**config.mk**
```make
export PLATFORM = sky130hd
export DESIGN_NAME = trace_scan_port
export DESIGN_NICKNAME = d
export VERILOG_FILES = /design/src/hw/test_pin_sync.v /design/src/hw/trace_scan_port.v
export VERILOG_INCLUDE_DIRS = /design/src /design/src/hw
export SDC_FILE = /design/constraint.sdc
export NUM_CORES = 1
export LEC_CHECK = 0
export ABC_AREA = 1
export BUFFER_PORTS_ARGS = -buffer_cell sky130_fd_sc_hd__clkbuf_2
export CORE_ASPECT_RATIO = 1.1
export CORE_MARGIN = 2
export CORE_UTILIZATION = 25
export CTS_CLUSTER_DIAMETER = 40
export DETAILED_ROUTE_END_ITERATION = 12
export HOLD_SLACK_MARGIN = 0.02
export PLACE_DENSITY = 0.37
export SETUP_SLACK_MARGIN = 0.05
export SLEW_MARGIN = 5
export SYNTH_ARGS = -nofsm -noshare
export SYNTH_HDL_FRONTEND = slang
export SYNTH_SLANG_ARGS = --single-unit
```
**constraint.sdc**
```tcl
create_clock -name clk_sys -period 4.3 [get_ports clk_sys]
set_input_delay 0.43 -clock clk_sys [delete_from_list [all_inputs] [get_ports clk_sys]]
set_output_delay 0.43 -clock clk_sys [all_outputs]
set_load 0.005 [all_outputs]
```
**src/hw/trace_scan_map.vh**
```
`ifndef TRACE_SCAN_MAP_VH
`define TRACE_SCAN_MAP_VH
// Scan chain selection and layout.
`define CHAIN_TRACE 4'h6
`define CHAIN_W 4
`define DATA_W 32
`define ADDR_W 7
`define SCAN_W 40
`define FLD_DATA_LSB 0
`define FLD_ADDR_LSB 32
`define FLD_DIR_BIT 39
`define IR_W 4
// Synchroniser reset levels, {trst_n, tdi, tms, tck}: idle pins high, test reset asserted.
`define SYNC_RST_VAL 4'h7
// Instruction codes.
`define IR_SCAN_N 4'h2
`define IR_INTEST 4'hc
`define IR_BYPASS 4'hf
`define IR_RESET 4'he
// TAP state codes.
`define ST_RESET 4'h0
`define ST_IDLE 4'h1
`define ST_SEL_DR 4'h2
`define ST_CAP_DR 4'h3
`define ST_SH_DR 4'h4
`define ST_EX1_DR 4'h5
`define ST_PAU_DR 4'h6
`define ST_EX2_DR 4'h7
`define ST_UPD_DR 4'h8
`define ST_SEL_IR 4'h9
`define ST_CAP_IR 4'ha
`define ST_SH_IR 4'hb
`define ST_EX1_IR 4'hc
`define ST_PAU_IR 4'hd
`define ST_EX2_IR 4'he
`define ST_UPD_IR 4'hf
`endif

```
**src/hw/test_pin_sync.v**
```verilog
`timescale 1ns/1ps
// Two-stage synchroniser for one pin; only the second stage is read.
module test_pin_sync #(
  parameter RESET_VAL = 1'b0
) (
  input wire clk_sys, // System clock.
  input wire srst, // Synchronous reset.
  input wire pin, // Asynchronous pin.
  output reg sync_q // Synchronised level.
);
  reg meta_q;

  // First stage feeds only the second stage.
  always @(posedge clk_sys) begin
    if (srst) begin
      meta_q <= RESET_VAL;
      sync_q <= RESET_VAL;
    end else begin
      meta_q <= pin;
      sync_q <= meta_q;
    end
  end
endmodule // test_pin_sync

```
**src/hw/trace_scan_port.v**
```verilog
`timescale 1ns/1ps
`include "trace_scan_map.vh"
module trace_scan_port #(
  parameter NREG = 128
) (
  input wire clk_sys, // System clock, 10 MHz.
  input wire srst, // Synchronous reset, active high.
  input wire tck, // Test clock pin.
  input wire tms, // Test mode select pin.
  input wire tdi, // Test data input pin.
  input wire trst_n, // Test reset pin, active low.
  output reg tdo_q, // Test data output.
  output reg tdo_oe_q, // Output enable of tdo, high while driven.
  output reg reg_wr_q, // One-cycle write strobe to trace registers.
  output reg reg_rd_q, // One-cycle read strobe to trace registers.
  output reg [`ADDR_W-1:0] reg_addr_q, // Register address.
  output reg [`DATA_W-1:0] reg_wdata_q, // Write data.
  input wire [`DATA_W-1:0] reg_rdata // Read data, valid with reg_rd_q next cycle.
);
  wire tck_s, tms_s, tdi_s, trst_s;
  reg tck_prev_q;
  reg [3:0] st_q;
  reg [`IR_W-1:0] ir_q, ir_sh_q;
  reg [`CHAIN_W-1:0] chain_q, chain_sh_q;
  reg [`SCAN_W-1:0] scan_q;
  reg byp_q;
  reg [`DATA_W-1:0] rd_hold_q;
  reg rd_pend_q;
  reg tdo_d;

  // Pin synchronisers, one per pin; a generate loop builds the four alike except for their reset levels.
  // Reset levels match the idle pins: tck, tms and tdi rest high, so no false tck edge follows
  // reset, while trst_n starts asserted so the controller stays in reset until the pin is seen high.
  localparam [3:0] PIN_RST = `SYNC_RST_VAL;
  wire [3:0] pin_raw = {trst_n, tdi, tms, tck};
  wire [3:0] pin_s;
  genvar g;
  generate
    for (g = 0; g < 4; g = g + 1) begin : g_pin
      test_pin_sync #(.RESET_VAL(PIN_RST[g])) u_test_pin_sync (.clk_sys(clk_sys), .srst(srst), .pin(pin_raw[g]),
        .sync_q(pin_s[g]));
    end
  endgenerate

  // Synchronised pins by name.
  assign tck_s = pin_s[0];
  assign tms_s = pin_s[1];
  assign tdi_s = pin_s[2];
  assign trst_s = pin_s[3];

  // Edges of the sampled test clock.
  wire tck_rise = tck_s & ~tck_prev_q;
  wire tck_fall = ~tck_s & tck_prev_q;
  // Test reset acts at every system edge, whatever tck does, so a stopped tck cannot block it.
  wire tap_rst = srst | ~trst_s;
  wire trace_sel = (ir_q == `IR_INTEST) && (chain_q == `CHAIN_TRACE);
  wire chain_sel = (ir_q == `IR_SCAN_N);

  // Next TAP state from state and TMS.
  function [3:0] tap_next;
    input [3:0] s;
    input m;
    begin
      case (s)
        `ST_RESET: tap_next = m ? `ST_RESET : `ST_IDLE;
        `ST_IDLE: tap_next = m ? `ST_SEL_DR : `ST_IDLE;
        `ST_SEL_DR: tap_next = m ? `ST_SEL_IR : `ST_CAP_DR;
        `ST_CAP_DR: tap_next = m ? `ST_EX1_DR : `ST_SH_DR;
        `ST_SH_DR: tap_next = m ? `ST_EX1_DR : `ST_SH_DR;
        `ST_EX1_DR: tap_next = m ? `ST_UPD_DR : `ST_PAU_DR;
        `ST_PAU_DR: tap_next = m ? `ST_EX2_DR : `ST_PAU_DR;
        `ST_EX2_DR: tap_next = m ? `ST_UPD_DR : `ST_SH_DR;
        `ST_UPD_DR: tap_next = m ? `ST_SEL_DR : `ST_IDLE;
        `ST_SEL_IR: tap_next = m ? `ST_RESET : `ST_CAP_IR;
        `ST_CAP_IR: tap_next = m ? `ST_EX1_IR : `ST_SH_IR;
        `ST_SH_IR: tap_next = m ? `ST_EX1_IR : `ST_SH_IR;
        `ST_EX1_IR: tap_next = m ? `ST_UPD_IR : `ST_PAU_IR;
        `ST_PAU_IR: tap_next = m ? `ST_EX2_IR : `ST_PAU_IR;
        `ST_EX2_IR: tap_next = m ? `ST_UPD_IR : `ST_SH_IR;
        `ST_UPD_IR: tap_next = m ? `ST_SEL_DR : `ST_IDLE;
        default: tap_next = `ST_RESET;
      endcase
    end
  endfunction

  // True in either shift state, the only states in which tdo carries data.
  // Used for the enable only; the output value decodes the same two states directly.
  function in_shift;
    input [3:0] s;
    begin
      in_shift = (s == `ST_SH_DR) || (s == `ST_SH_IR);
    end
  endfunction

  // Controller state, instruction and chain select.
  always @(posedge clk_sys) begin
    if (srst) begin
      // Starts at the idle level of the pin, so the first sample after reset shows no edge.
      tck_prev_q <= 1'b1;
    end else begin
      tck_prev_q <= tck_s;
    end
    if (tap_rst) begin
      st_q <= `ST_RESET;
      ir_q <= `IR_BYPASS;
      ir_sh_q <= {`IR_W{1'b0}};
      chain_q <= {`CHAIN_W{1'b0}};
      chain_sh_q <= {`CHAIN_W{1'b0}};
      byp_q <= 1'b0;
    end else if (tck_rise) begin
      st_q <= tap_next(st_q, tms_s);
      case (st_q)
        `ST_RESET: begin
          ir_q <= `IR_BYPASS;
        end
        `ST_CAP_IR: begin
          ir_sh_q <= {{(`IR_W-1){1'b0}}, 1'b1};
        end
        `ST_SH_IR: begin
          ir_sh_q <= {tdi_s, ir_sh_q[`IR_W-1:1]};
        end
        `ST_UPD_IR: begin
          ir_q <= ir_sh_q;
        end
        `ST_CAP_DR: begin
          byp_q <= 1'b0;
          chain_sh_q <= chain_q;
        end
        `ST_SH_DR: begin
          byp_q <= tdi_s;
          if (chain_sel) begin
            chain_sh_q <= {tdi_s, chain_sh_q[`CHAIN_W-1:1]};
          end
        end
        `ST_UPD_DR: begin
          if (chain_sel) begin
            chain_q <= chain_sh_q;
          end
        end
        default: begin
          ir_q <= ir_q;
        end
      endcase
    end
  end

  // Trace chain shift register and register access.
  always @(posedge clk_sys) begin
    if (tap_rst) begin
      scan_q <= {`SCAN_W{1'b0}};
      reg_wr_q <= 1'b0;
      reg_rd_q <= 1'b0;
      reg_addr_q <= {`ADDR_W{1'b0}};
      reg_wdata_q <= {`DATA_W{1'b0}};
      rd_hold_q <= {`DATA_W{1'b0}};
      rd_pend_q <= 1'b0;
    end else begin
      // Strobes are single-cycle pulses; they are raised only by the update branch below.
      reg_wr_q <= 1'b0;
      reg_rd_q <= 1'b0;
      // The register side answers one cycle after the read strobe, so the data is taken then.
      rd_pend_q <= reg_rd_q;
      // Read data is held so capture may come long after the read strobe.
      if (rd_pend_q) begin
        rd_hold_q <= reg_rdata;
      end
      if (tck_rise && trace_sel) begin
        case (st_q)
          `ST_CAP_DR: begin
            scan_q[`DATA_W-1:0] <= rd_hold_q;
          end
          `ST_SH_DR: begin
            scan_q <= {tdi_s, scan_q[`SCAN_W-1:1]};
          end
          `ST_UPD_DR: begin
            reg_addr_q <= scan_q[`FLD_ADDR_LSB +: `ADDR_W];
            if (scan_q[`FLD_DIR_BIT]) begin
              reg_wr_q <= 1'b1;
              reg_wdata_q <= scan_q[`FLD_DATA_LSB +: `DATA_W];
            end else begin
              reg_rd_q <= 1'b1;
            end
          end
          default: begin
            scan_q <= scan_q;
          end
        endcase
      end
    end
  end

  // Serial output value for the current shift state.
  always @* begin
    tdo_d = 1'b0;
    if (st_q == `ST_SH_IR) begin
      tdo_d = ir_sh_q[0];
    end else if (st_q == `ST_SH_DR) begin
      if (trace_sel) begin
        tdo_d = scan_q[0];
      end else if (chain_sel) begin
        tdo_d = chain_sh_q[0];
      end else begin
        tdo_d = byp_q;
      end
    end
  end

  // Output moves on the falling edge so it is stable for the controller's rising-edge sample.
  // The enable follows the same edge, so the pin is released half a test clock after the
  // last shifted bit has been taken by the controller.
  // Limitation: tdo lags the pin edge by the synchroniser, so tck must stay at or below an eighth of clk_sys.
  always @(posedge clk_sys) begin
    if (tap_rst) begin
      tdo_q <= 1'b0;
      tdo_oe_q <= 1'b0;
    end else if (tck_fall) begin
      tdo_q <= tdo_d;
      tdo_oe_q <= in_shift(st_q);
    end
  end
endmodule // trace_scan_port

```
==> results of run 1 <==
## placed cells by master (no fill, tap or decap), types with 9 or more instances in the layout
cell type  count
buf_4          9
nand3_1       10
nor2_1       167
inv_1         58
nor3_1        11
a21oi_1       61
o21ai_0       54
nand2_1      280
clkbuf_16     17
clkbuf_2      80
dfxtp_1      146
## registers in the layout, summed over array words and instances, names as in the netlist, 4 cells and up
register	count
scan_q	40
rd_hold_q	32
reg_wdata_q	32
reg_addr_q	7
chain_q	4
chain_sh_q	4
g_pin.u_test_pin_sync.meta_q	4
g_pin.u_test_pin_sync.sync_q	4
ir_q	4
ir_sh_q	4
st_q	4
## routing by layer
| layer | GRT usage | part of all wire |
|---|---|---|
| met1 | 0.178 | 0.49 |
| met2 | 0.219 | 0.46 |
| met3 | 0.0260 | 0.032 |
| met4 | 0.0531 | 0.017 |
| met5 | 0 | 0 |
## logic make-up after synthesis
| logic type | count (synthesis) |
|---|---|
| AO/OA/AOI/OAI | 130 |
| flip-flops | 146 |
| buffers and inverters | 111 |
| AND/OR/NAND/NOR | 488 |
## worst max-delay path, stage by stage, from the launching register on
cell and delay, ns:
dfxtp_1 0.41, nor2_2 0.27, nand2_2 0.26, nand2_1 0.15, nand2_1 0.10, nor2_4 0.09
buf_4 0.33, inv_2 0.35, nor2_1 0.19, nor2_1 0.06
## power by group
group          total [mW]  switching [mW]  leakage [nW]  internal [mW]
clock network        1.60           0.590         0.306           1.01
logic              0.0392          0.0226          1.95         0.0166
registers            1.36         0.00224          1.18           1.36
## worst max-delay path by stage
stage,startpoint,to,depth (start not counted)
after floorplan,ir_q[0],reg_wdata_q[10],9
after global placement,chain_q[2],reg_wdata_q[3],8
after detailed placement,st_q[0],scan_q[10],9
after CTS,st_q[0],scan_q[29],9
after global routing,st_q[2],scan_q[20],10
final,st_q[0],scan_q[3],9
## area by class of cell
cell class	instances	area, um2	area share
Multi-Input combinational cell	618	2620	0.360
Clock buffer	22	474	0.0652
Sequential cell	146	2920	0.402
Clock inverter	10	155	0.0213
Tap cell	305	382	0.0525
Timing Repair Buffer	89	468	0.0643
Inverter	67	253	0.0348
==> flow_summary.toml, run 1 <==
[synthesis]
synthSimpleGateAreaFrac = 0.325
synth_compound_area_frac = 0.111
syn_area_mm2 = 0.00600
async_flop_share = 0
synth-adder-area-share = 0
synth_xor_xnor_area_share = 0
ys_ff_latch = 146
synth_top_area_frac = 0.487
syn_avg_cell_area_um2 = 6.85
synth_top_family_by_area = "simple AND/OR/NAND/NOR gates"
muxShareOfSynthArea = 0
synthTopCellsByCount = "281 x nand2_1, 167 x nor2_1, 146 x dfxtp_1"
synth_edf_count = 0
ys.flop_type = "dfxtp_1"
syn_inst = 875
synth_area_leaders = "dfxtp_1 49%, nand2_1 18%, nor2_1 10%"
ys_types = 29
seq_area_frac_synth = 0.487
yosys.area.top_type = "dfxtp_1"
syn_nets = 913
yosysWarnings = 0
synth.most_common_cell = "nand2_1"

[clock_tree]
cts-root-buf = "clkbuf_16"
ctsResizeCount = 0
htreeDepth = 4
cts_tree = "yes"
clock-sinks = 146
hold_buffers = 0
post_cts_buffers = 0
insertion_delay_ns = 0.43
path_clk_slew_ns = 0.06
clockBufferDepth = 2
cts-buffers-inserted = 17

[hold_path]
worstHoldStart = "tms"
min_path_cells = 2
min-delay-path-class = "primary input to register"
worstHoldEndpoint = "g_pin[1].u_test_pin_sync.meta_q"

[sta]
slew_headroom = 0.389
final.min_clock_period_ns = 2.34
post-route-period-util = 0.543
whs_ns = 0.182
grt_setup_unrepaired = "false"
slew_viol_final = 0
tightest_slew_ns = 0.916
fin_skew_ns = 0.00982
setup_viol = 0
hold_violations = 0
fin_tns_setup_ns = 0
setup_slack_ns = 1.96
fmax_mhz = 428

[global_route]
globalRouteTotalUtil = 0.136
grt_pass1_vias = 5218
grt_antenna_before_repair = 0
grt_pass1_wl_um = 26900
grt.overflow.total = 0
grt_start_max_net_pins = 89

[die]
core_mm2 = 0.0236
die-area_mm2 = 0.0252
rows = 59
ios = 81
die_height_um = 166
initial_core_util = 0.254
die_w_um = 152

[critical_path]
rr_worst_depth = 9
critPathMaxFanout = 33
r2r_end = "scan_q[3]"
required_ns = 4.62
crit_path_start_kind = "register"
r2r_setup_slack_ns = 1.96
crit_type = "register to register"
r2r_start = "st_q[0]"
end_kind = "register"
arrival_ns = 2.65

[place]
place_congestion = 0.774
place_ws_ns = 1.91
hpwl_um = 10400
dp.cells = 1225
placed_area_mm2 = 0.00664
io_buffers = 80

[power]
p_leak_nw = 3.44
vdd_drop_max_mv = 0.254
fin_total_pwr_mw = 3.00
power_density_mw_per_mm2 = 413

[routing]
drtIter0Drc = 245
firstDrtPassIters = 4
vias = 5328
wl_per_cell_um = 13.1
drtAntennaViolNets = 0
routed_via_density = 4.24
remaining_drc_errors = 0
routed_wl_um = 16500

[finish]
num_antenna_cells = 0
syn_to_final_growth_pct = 21.3
nFillCells = 2653
stdcell_count = 1257
fin_nets = 977
fin_util = 0.308
fin_area_mm2 = 0.00727
drive_above_1_share = 0.150

[run_status]
outcome = "completed"

[flow_run]
max_cap_viol_count = 0
Note: power is estimated with default switching activity, not from simulation.
==> run 2, diff against run 1 <==
- PLACE_DENSITY: 0.37 -> 0.39
- clock period: 4.3 -> 2 ns (I/O delays scaled with it)
==> flow_summary.toml, run 2 (synthesis results as in run 1) <==
[clock_tree]
cts_tree = "yes"
htreeDepth = 4
cts-buffers-inserted = 17
path_clk_slew_ns = 0.06
insertion_delay_ns = 0.42
clock-sinks = 146
cts-root-buf = "clkbuf_16"
clockBufferDepth = 2

[global_route]
grt_antenna_before_repair = 0
grt_start_max_net_pins = 66
grt_pass1_wl_um = 27700
grt.overflow.total = 0
globalRouteTotalUtil = 0.138
grt_pass1_vias = 5488

[hold_path]
min-delay-path-class = "primary input to register"
min_path_cells = 3

[finish]
layout_common_cells = "280 x nand2_1, 166 x nor2_1, 146 x dfxtp_1"
num_antenna_cells = 0
reg.largest.list = "scan_q (40), rd_hold_q (32), reg_wdata_q (32)"
largest_reg_flops = 40
top_register = "scan_q"
final_common_cell = "nand2_1"
fin_util = 0.323
drive_above_1_share = 0.154
fin_nets = 1013
syn_to_final_growth_pct = 27.2

[die]
die_w_um = 152
core_mm2 = 0.0236
rows = 59
die_height_um = 166
die-area_mm2 = 0.0252
ios = 81
initial_core_util = 0.254

[critical_path]
crit_type = "register to register"
critPathMaxFanout = 18
rr_worst_depth = 9
required_ns = 2.36
crit_path_start_kind = "register"
end_kind = "register"
arrival_ns = 2.05

[run_status]
outcome = "completed"

[power]
comb_power_share = 0.020
power_density_mw_per_mm2 = 839
p_leak_nw = 3.60
vdd_drop_max_mv = 0.535
power_frac_seq = 0.456
clockPowerShare = 0.523
swShare = 0.205
internal_power_mw = 5.09
power_switching_mw = 1.31

[routing]
firstDrtPassIters = 4
routed_wl_um = 16500
drtIter0Drc = 275
vias = 5470
routed_via_density = 4.24
wl_per_cell_um = 12.8
remaining_drc_errors = 0
drtAntennaViolNets = 0

[sta]
tightest_slew_ns = 0.614
setup_viol = 0
hold_violations = 0
fin_tns_setup_ns = 0
fmax_mhz = 591
fin_skew_ns = 0.0101
final.min_clock_period_ns = 1.69
grt_setup_unrepaired = "false"
slew_headroom = 0.591
slew_viol_final = 0
post-route-period-util = 0.846

[flow_run]
max_cap_viol_count = 0

[place]
place_congestion = 0.774
io_buffers = 80
hpwl_um = 10700
==> run 2: changes by cell type in the layout (fill, tap and decap cells not counted), sizes merged <==
cell,change
inv,+1
dlygate4sd3,+27
clkbuf,-3
clkinv,-1
clkinvlp,+1
buf,+9
==> run 2: critical path: stages, from the launching register on <==
cell,delay (ns)
dfxtp_1,0.50
inv_2,0.08
nor2_4,0.13
nand2_2,0.11
nand2_1,0.10
nand2_1,0.10
nor2_4,0.14
buf_4,0.24
o21ai_0,0.12
nor2_1,0.09
==> run 2: per-stage QoR <==
stage / setup slack (ns) / power (mW) / cells / hold slack, ns / instance area (um2)
2_1_floorplan: 0.482 / 3.02 / 875 / 0.271 / 6000
3_5_place_dp: 0.191 / 3.08 / 1234 / 0.386 / 6750
5_1_grt: 0.129 / 6.66 / 1291 / 0.0228 / 7630
6_report: 0.309 / 6.40 / 1291 / 0.0280 / 7630
3_3_place_gp: 0.233 / 3.08 / 1234 / 0.383 / 6750
4_1_cts: 0.169 / 6.50 / 1291 / 0.0203 / 7620
==> run 2: final timing paths <==
path	to	slack, ns	from
max reg2reg	scan_q[15]	0.31	st_q[2]
max	scan_q[15]	0.31	st_q[2]
min	rd_hold_q[24]	0.03	reg_rdata[24]
min reg2reg	g_pin[3].u_test_pin_sync.sync_q	0.40	g_pin[3].u_test_pin_sync.meta_q
==> run 2: layout make-up <==
cell class	instances	area [um2]
Clock buffer	19	443
Clock inverter	11	163
Inverter	67	254
Tap cell	305	382
Multi-Input combinational cell	618	2620
Sequential cell	146	2920
Timing Repair Buffer	125	843
Fill cell	2591	16000
==> run 2: routing by layer <==
| layer | vias up | track usage | share of wire |
|---|---|---|---|
| met5 | - | 0 | 0 |
| met4 | 0 | 0.0411 | 0.015 |
| met3 | 19 | 0.0340 | 0.034 |
| met2 | 93 | 0.225 | 0.46 |
| met1 | 2448 | 0.180 | 0.50 |
| li1 | 2910 | - | - |
==> run 2: what timing repair did <==
action	in CTS	in global routing
hold buffers	27	0
setup endpoints to repair	0	32
gates resized for setup	0	3
setup buffers	0	0
hold endpoints to repair	27	0
==> run 2: power by group through the flow <==
stage | registers, mW | clock network, mW | logic [mW]
after floorplan | 2.98 | 0 | 0.0341
after global placement | 2.99 | 0 | 0.0930
after detailed placement | 2.99 | 0 | 0.0923
after CTS | 2.92 | 3.45 | 0.134
after global routing | 2.92 | 3.60 | 0.144
final | 2.92 | 3.35 | 0.131
==> run 3, diff against run 2 <==
- PLACE_DENSITY: 0.39 -> 0.37
- clock period: 2 -> 1.6 ns (I/O delays scaled with it)
==> flow_summary.toml, run 3 (synthesis results as in run 1) <==
[global_route]
grt_antenna_before_repair = 0
grt_pass1_vias = 5469
grt.overflow.total = 0
grt_start_max_net_pins = 50
globalRouteTotalUtil = 0.143
grt_pass1_wl_um = 28400

[critical_path]
path_cells = "or2_1 > nor2_2 > nand2_2 > buf_6 > nor2_4 > inv_2 > buf_12 > nor2_1 > nor2_1"
required_ns = 1.91
path_common_cell = "nor2_1"
rr_worst_depth = 9
r2r_setup_slack_ns = 0.06
crit_type = "register to register"
path_delay_family = "simple AND/OR/NAND/NOR gates"
end_kind = "register"
crit_path_start_kind = "register"
path_buf_inv = 3
arrival_ns = 1.85
r2r_end = "scan_q[13]"
critPathMaxStageDelay_ns = 0.30
critPathMaxFanout = 20
r2r_start = "ir_q[0]"
slowest_stage = "dfxtp_1"
crit_path_start = "ir_q[0]"

[clock_tree]
path_clk_slew_ns = 0.06
insertion_delay_ns = 0.42
cts_tree = "yes"
cts-buffers-inserted = 17
cts-root-buf = "clkbuf_16"
clock-sinks = 146
htreeDepth = 4
clockBufferDepth = 2

[hold_path]
worstHoldStart = "reg_rdata[29]"
worstHoldEndpoint = "rd_hold_q[29]"
min-delay-path-class = "primary input to register"
min_path_cells = 3

[die]
ios = 81
initial_core_util = 0.254
die_height_um = 166
die-area_mm2 = 0.0252
core_mm2 = 0.0236
rows = 59
die_w_um = 152

[routing]
drtIter0Drc = 247
routed_wl_um = 17300
vias = 5609
routed_via_density = 4.20
wl_per_cell_um = 13.0
drtAntennaViolNets = 0
remaining_drc_errors = 0
firstDrtPassIters = 4

[sta]
slew_headroom = 0.730
post-route-period-util = 0.960
slew_viol_final = 0
setup_slack_ns = 0.0637
grt_setup_unrepaired = "true"
final.min_clock_period_ns = 1.54
hold_violations = 0
setup_viol = 0
fin_skew_ns = 0.00950
fmax_mhz = 651
tightest_slew_ns = 0.405

[finish]
layout_common_cells = "274 x nand2_1, 147 x nor2_1, 143 x dfxtp_1"
top_register = "scan_q"
reg.largest.list = "scan_q (40), rd_hold_q (32), reg_wdata_q (32)"
num_antenna_cells = 0
fin_util = 0.345
fin_nets = 1055
stdcell_count = 1335
drive_above_1_share = 0.213
final_common_cell = "nand2_1"
largest_reg_flops = 40
syn_to_final_growth_pct = 36.0

[run_status]
outcome = "completed"

[place]
hpwl_um = 11300
io_buffers = 80
place_congestion = 0.751
place_ws_ns = -0.0787
dp.cells = 1263

[power]
p_leak_nw = 3.80
power_density_mw_per_mm2 = 951
vdd_drop_max_mv = 0.594

[flow_run]
max_cap_viol_count = 0
==> run 3: changes by cell type in the layout (fill, tap and decap cells not counted), sizes merged, moves of 2 or more <==
cell         change
inv              +2
dlygate4sd3     +10
bufinv           -3
clkbuf           +2
clkinv           -2
buf             +31
clkinvlp         +3
==> run 3: worst reg2reg max path: stages (launching register included) <==
cell     delay, ns
dfxtp_1       0.30
or2_1         0.23
nor2_2        0.13
nand2_2       0.08
buf_6         0.14
nor2_4        0.15
inv_2         0.08
buf_12        0.16
nor2_1        0.10
nor2_1        0.05
==> run 3: routing by layer <==
layer  up-vias  GRT usage  wire [um]
met1      2511      0.194       8710
li1       3000          -          -
met4         0     0.0435        236
met3        18     0.0293        575
met2        80      0.228       7780
met5         -          0          0
==> run 3: where the power goes <==
part	switching (mW)	internal (mW)	leakage, nW
logic	0.0792	0.113	2.35
registers	0.00372	3.64	1.18
clock network	1.65	2.27	0.268
total	1.73	6.03	3.80
==> run 3: what timing repair did <==
action,4_1_cts,5_1_grt
pin swaps,1,7
hold buffers,37,0
cloned,0,1
resized for setup,12,49
endpoints found under the hold margin,36,0
setup buffers,0,2
setup endpoints to repair,74,81
==> run 3: cell type report <==
cell class	instances	area, um2
clock buffer	21	470
clock inverter	11	104
fill	2610	15500
inverter	67	260
multi-input combinational	619	2750
sequential	146	2930
tap	305	382
timing repair buffer	166	1260
==> run 3: how the worst max path moves through the flow <==
stage                            to  slack [ns]  cells after the start
finish                   scan_q[13]        0.06                      9
global route             scan_q[23]       -0.05                      9
CTS                      scan_q[38]        0.03                      9
detailed placement       scan_q[33]       -0.08                      8
global placement         scan_q[34]       -0.03                      9
floorplan           reg_wdata_q[10]        0.08                      9
==> run 3: per-stage QoR <==
| stage | hold slack, ns | setup TNS, ns | instance area [um2] | power (mW) |
|---|---|---|---|---|
| after detailed placement | 0.344 | -0.594 | 7010 | 3.85 |
| after global routing | 0.0390 | -0.544 | 8160 | 8.06 |
| final | 0.0334 | 0 | 8160 | 7.75 |
| after floorplan | 0.231 | 0 | 6000 | 3.77 |
| after global placement | 0.343 | -0.149 | 7010 | 3.85 |
| after CTS | 0.0225 | 0 | 8000 | 7.89 |
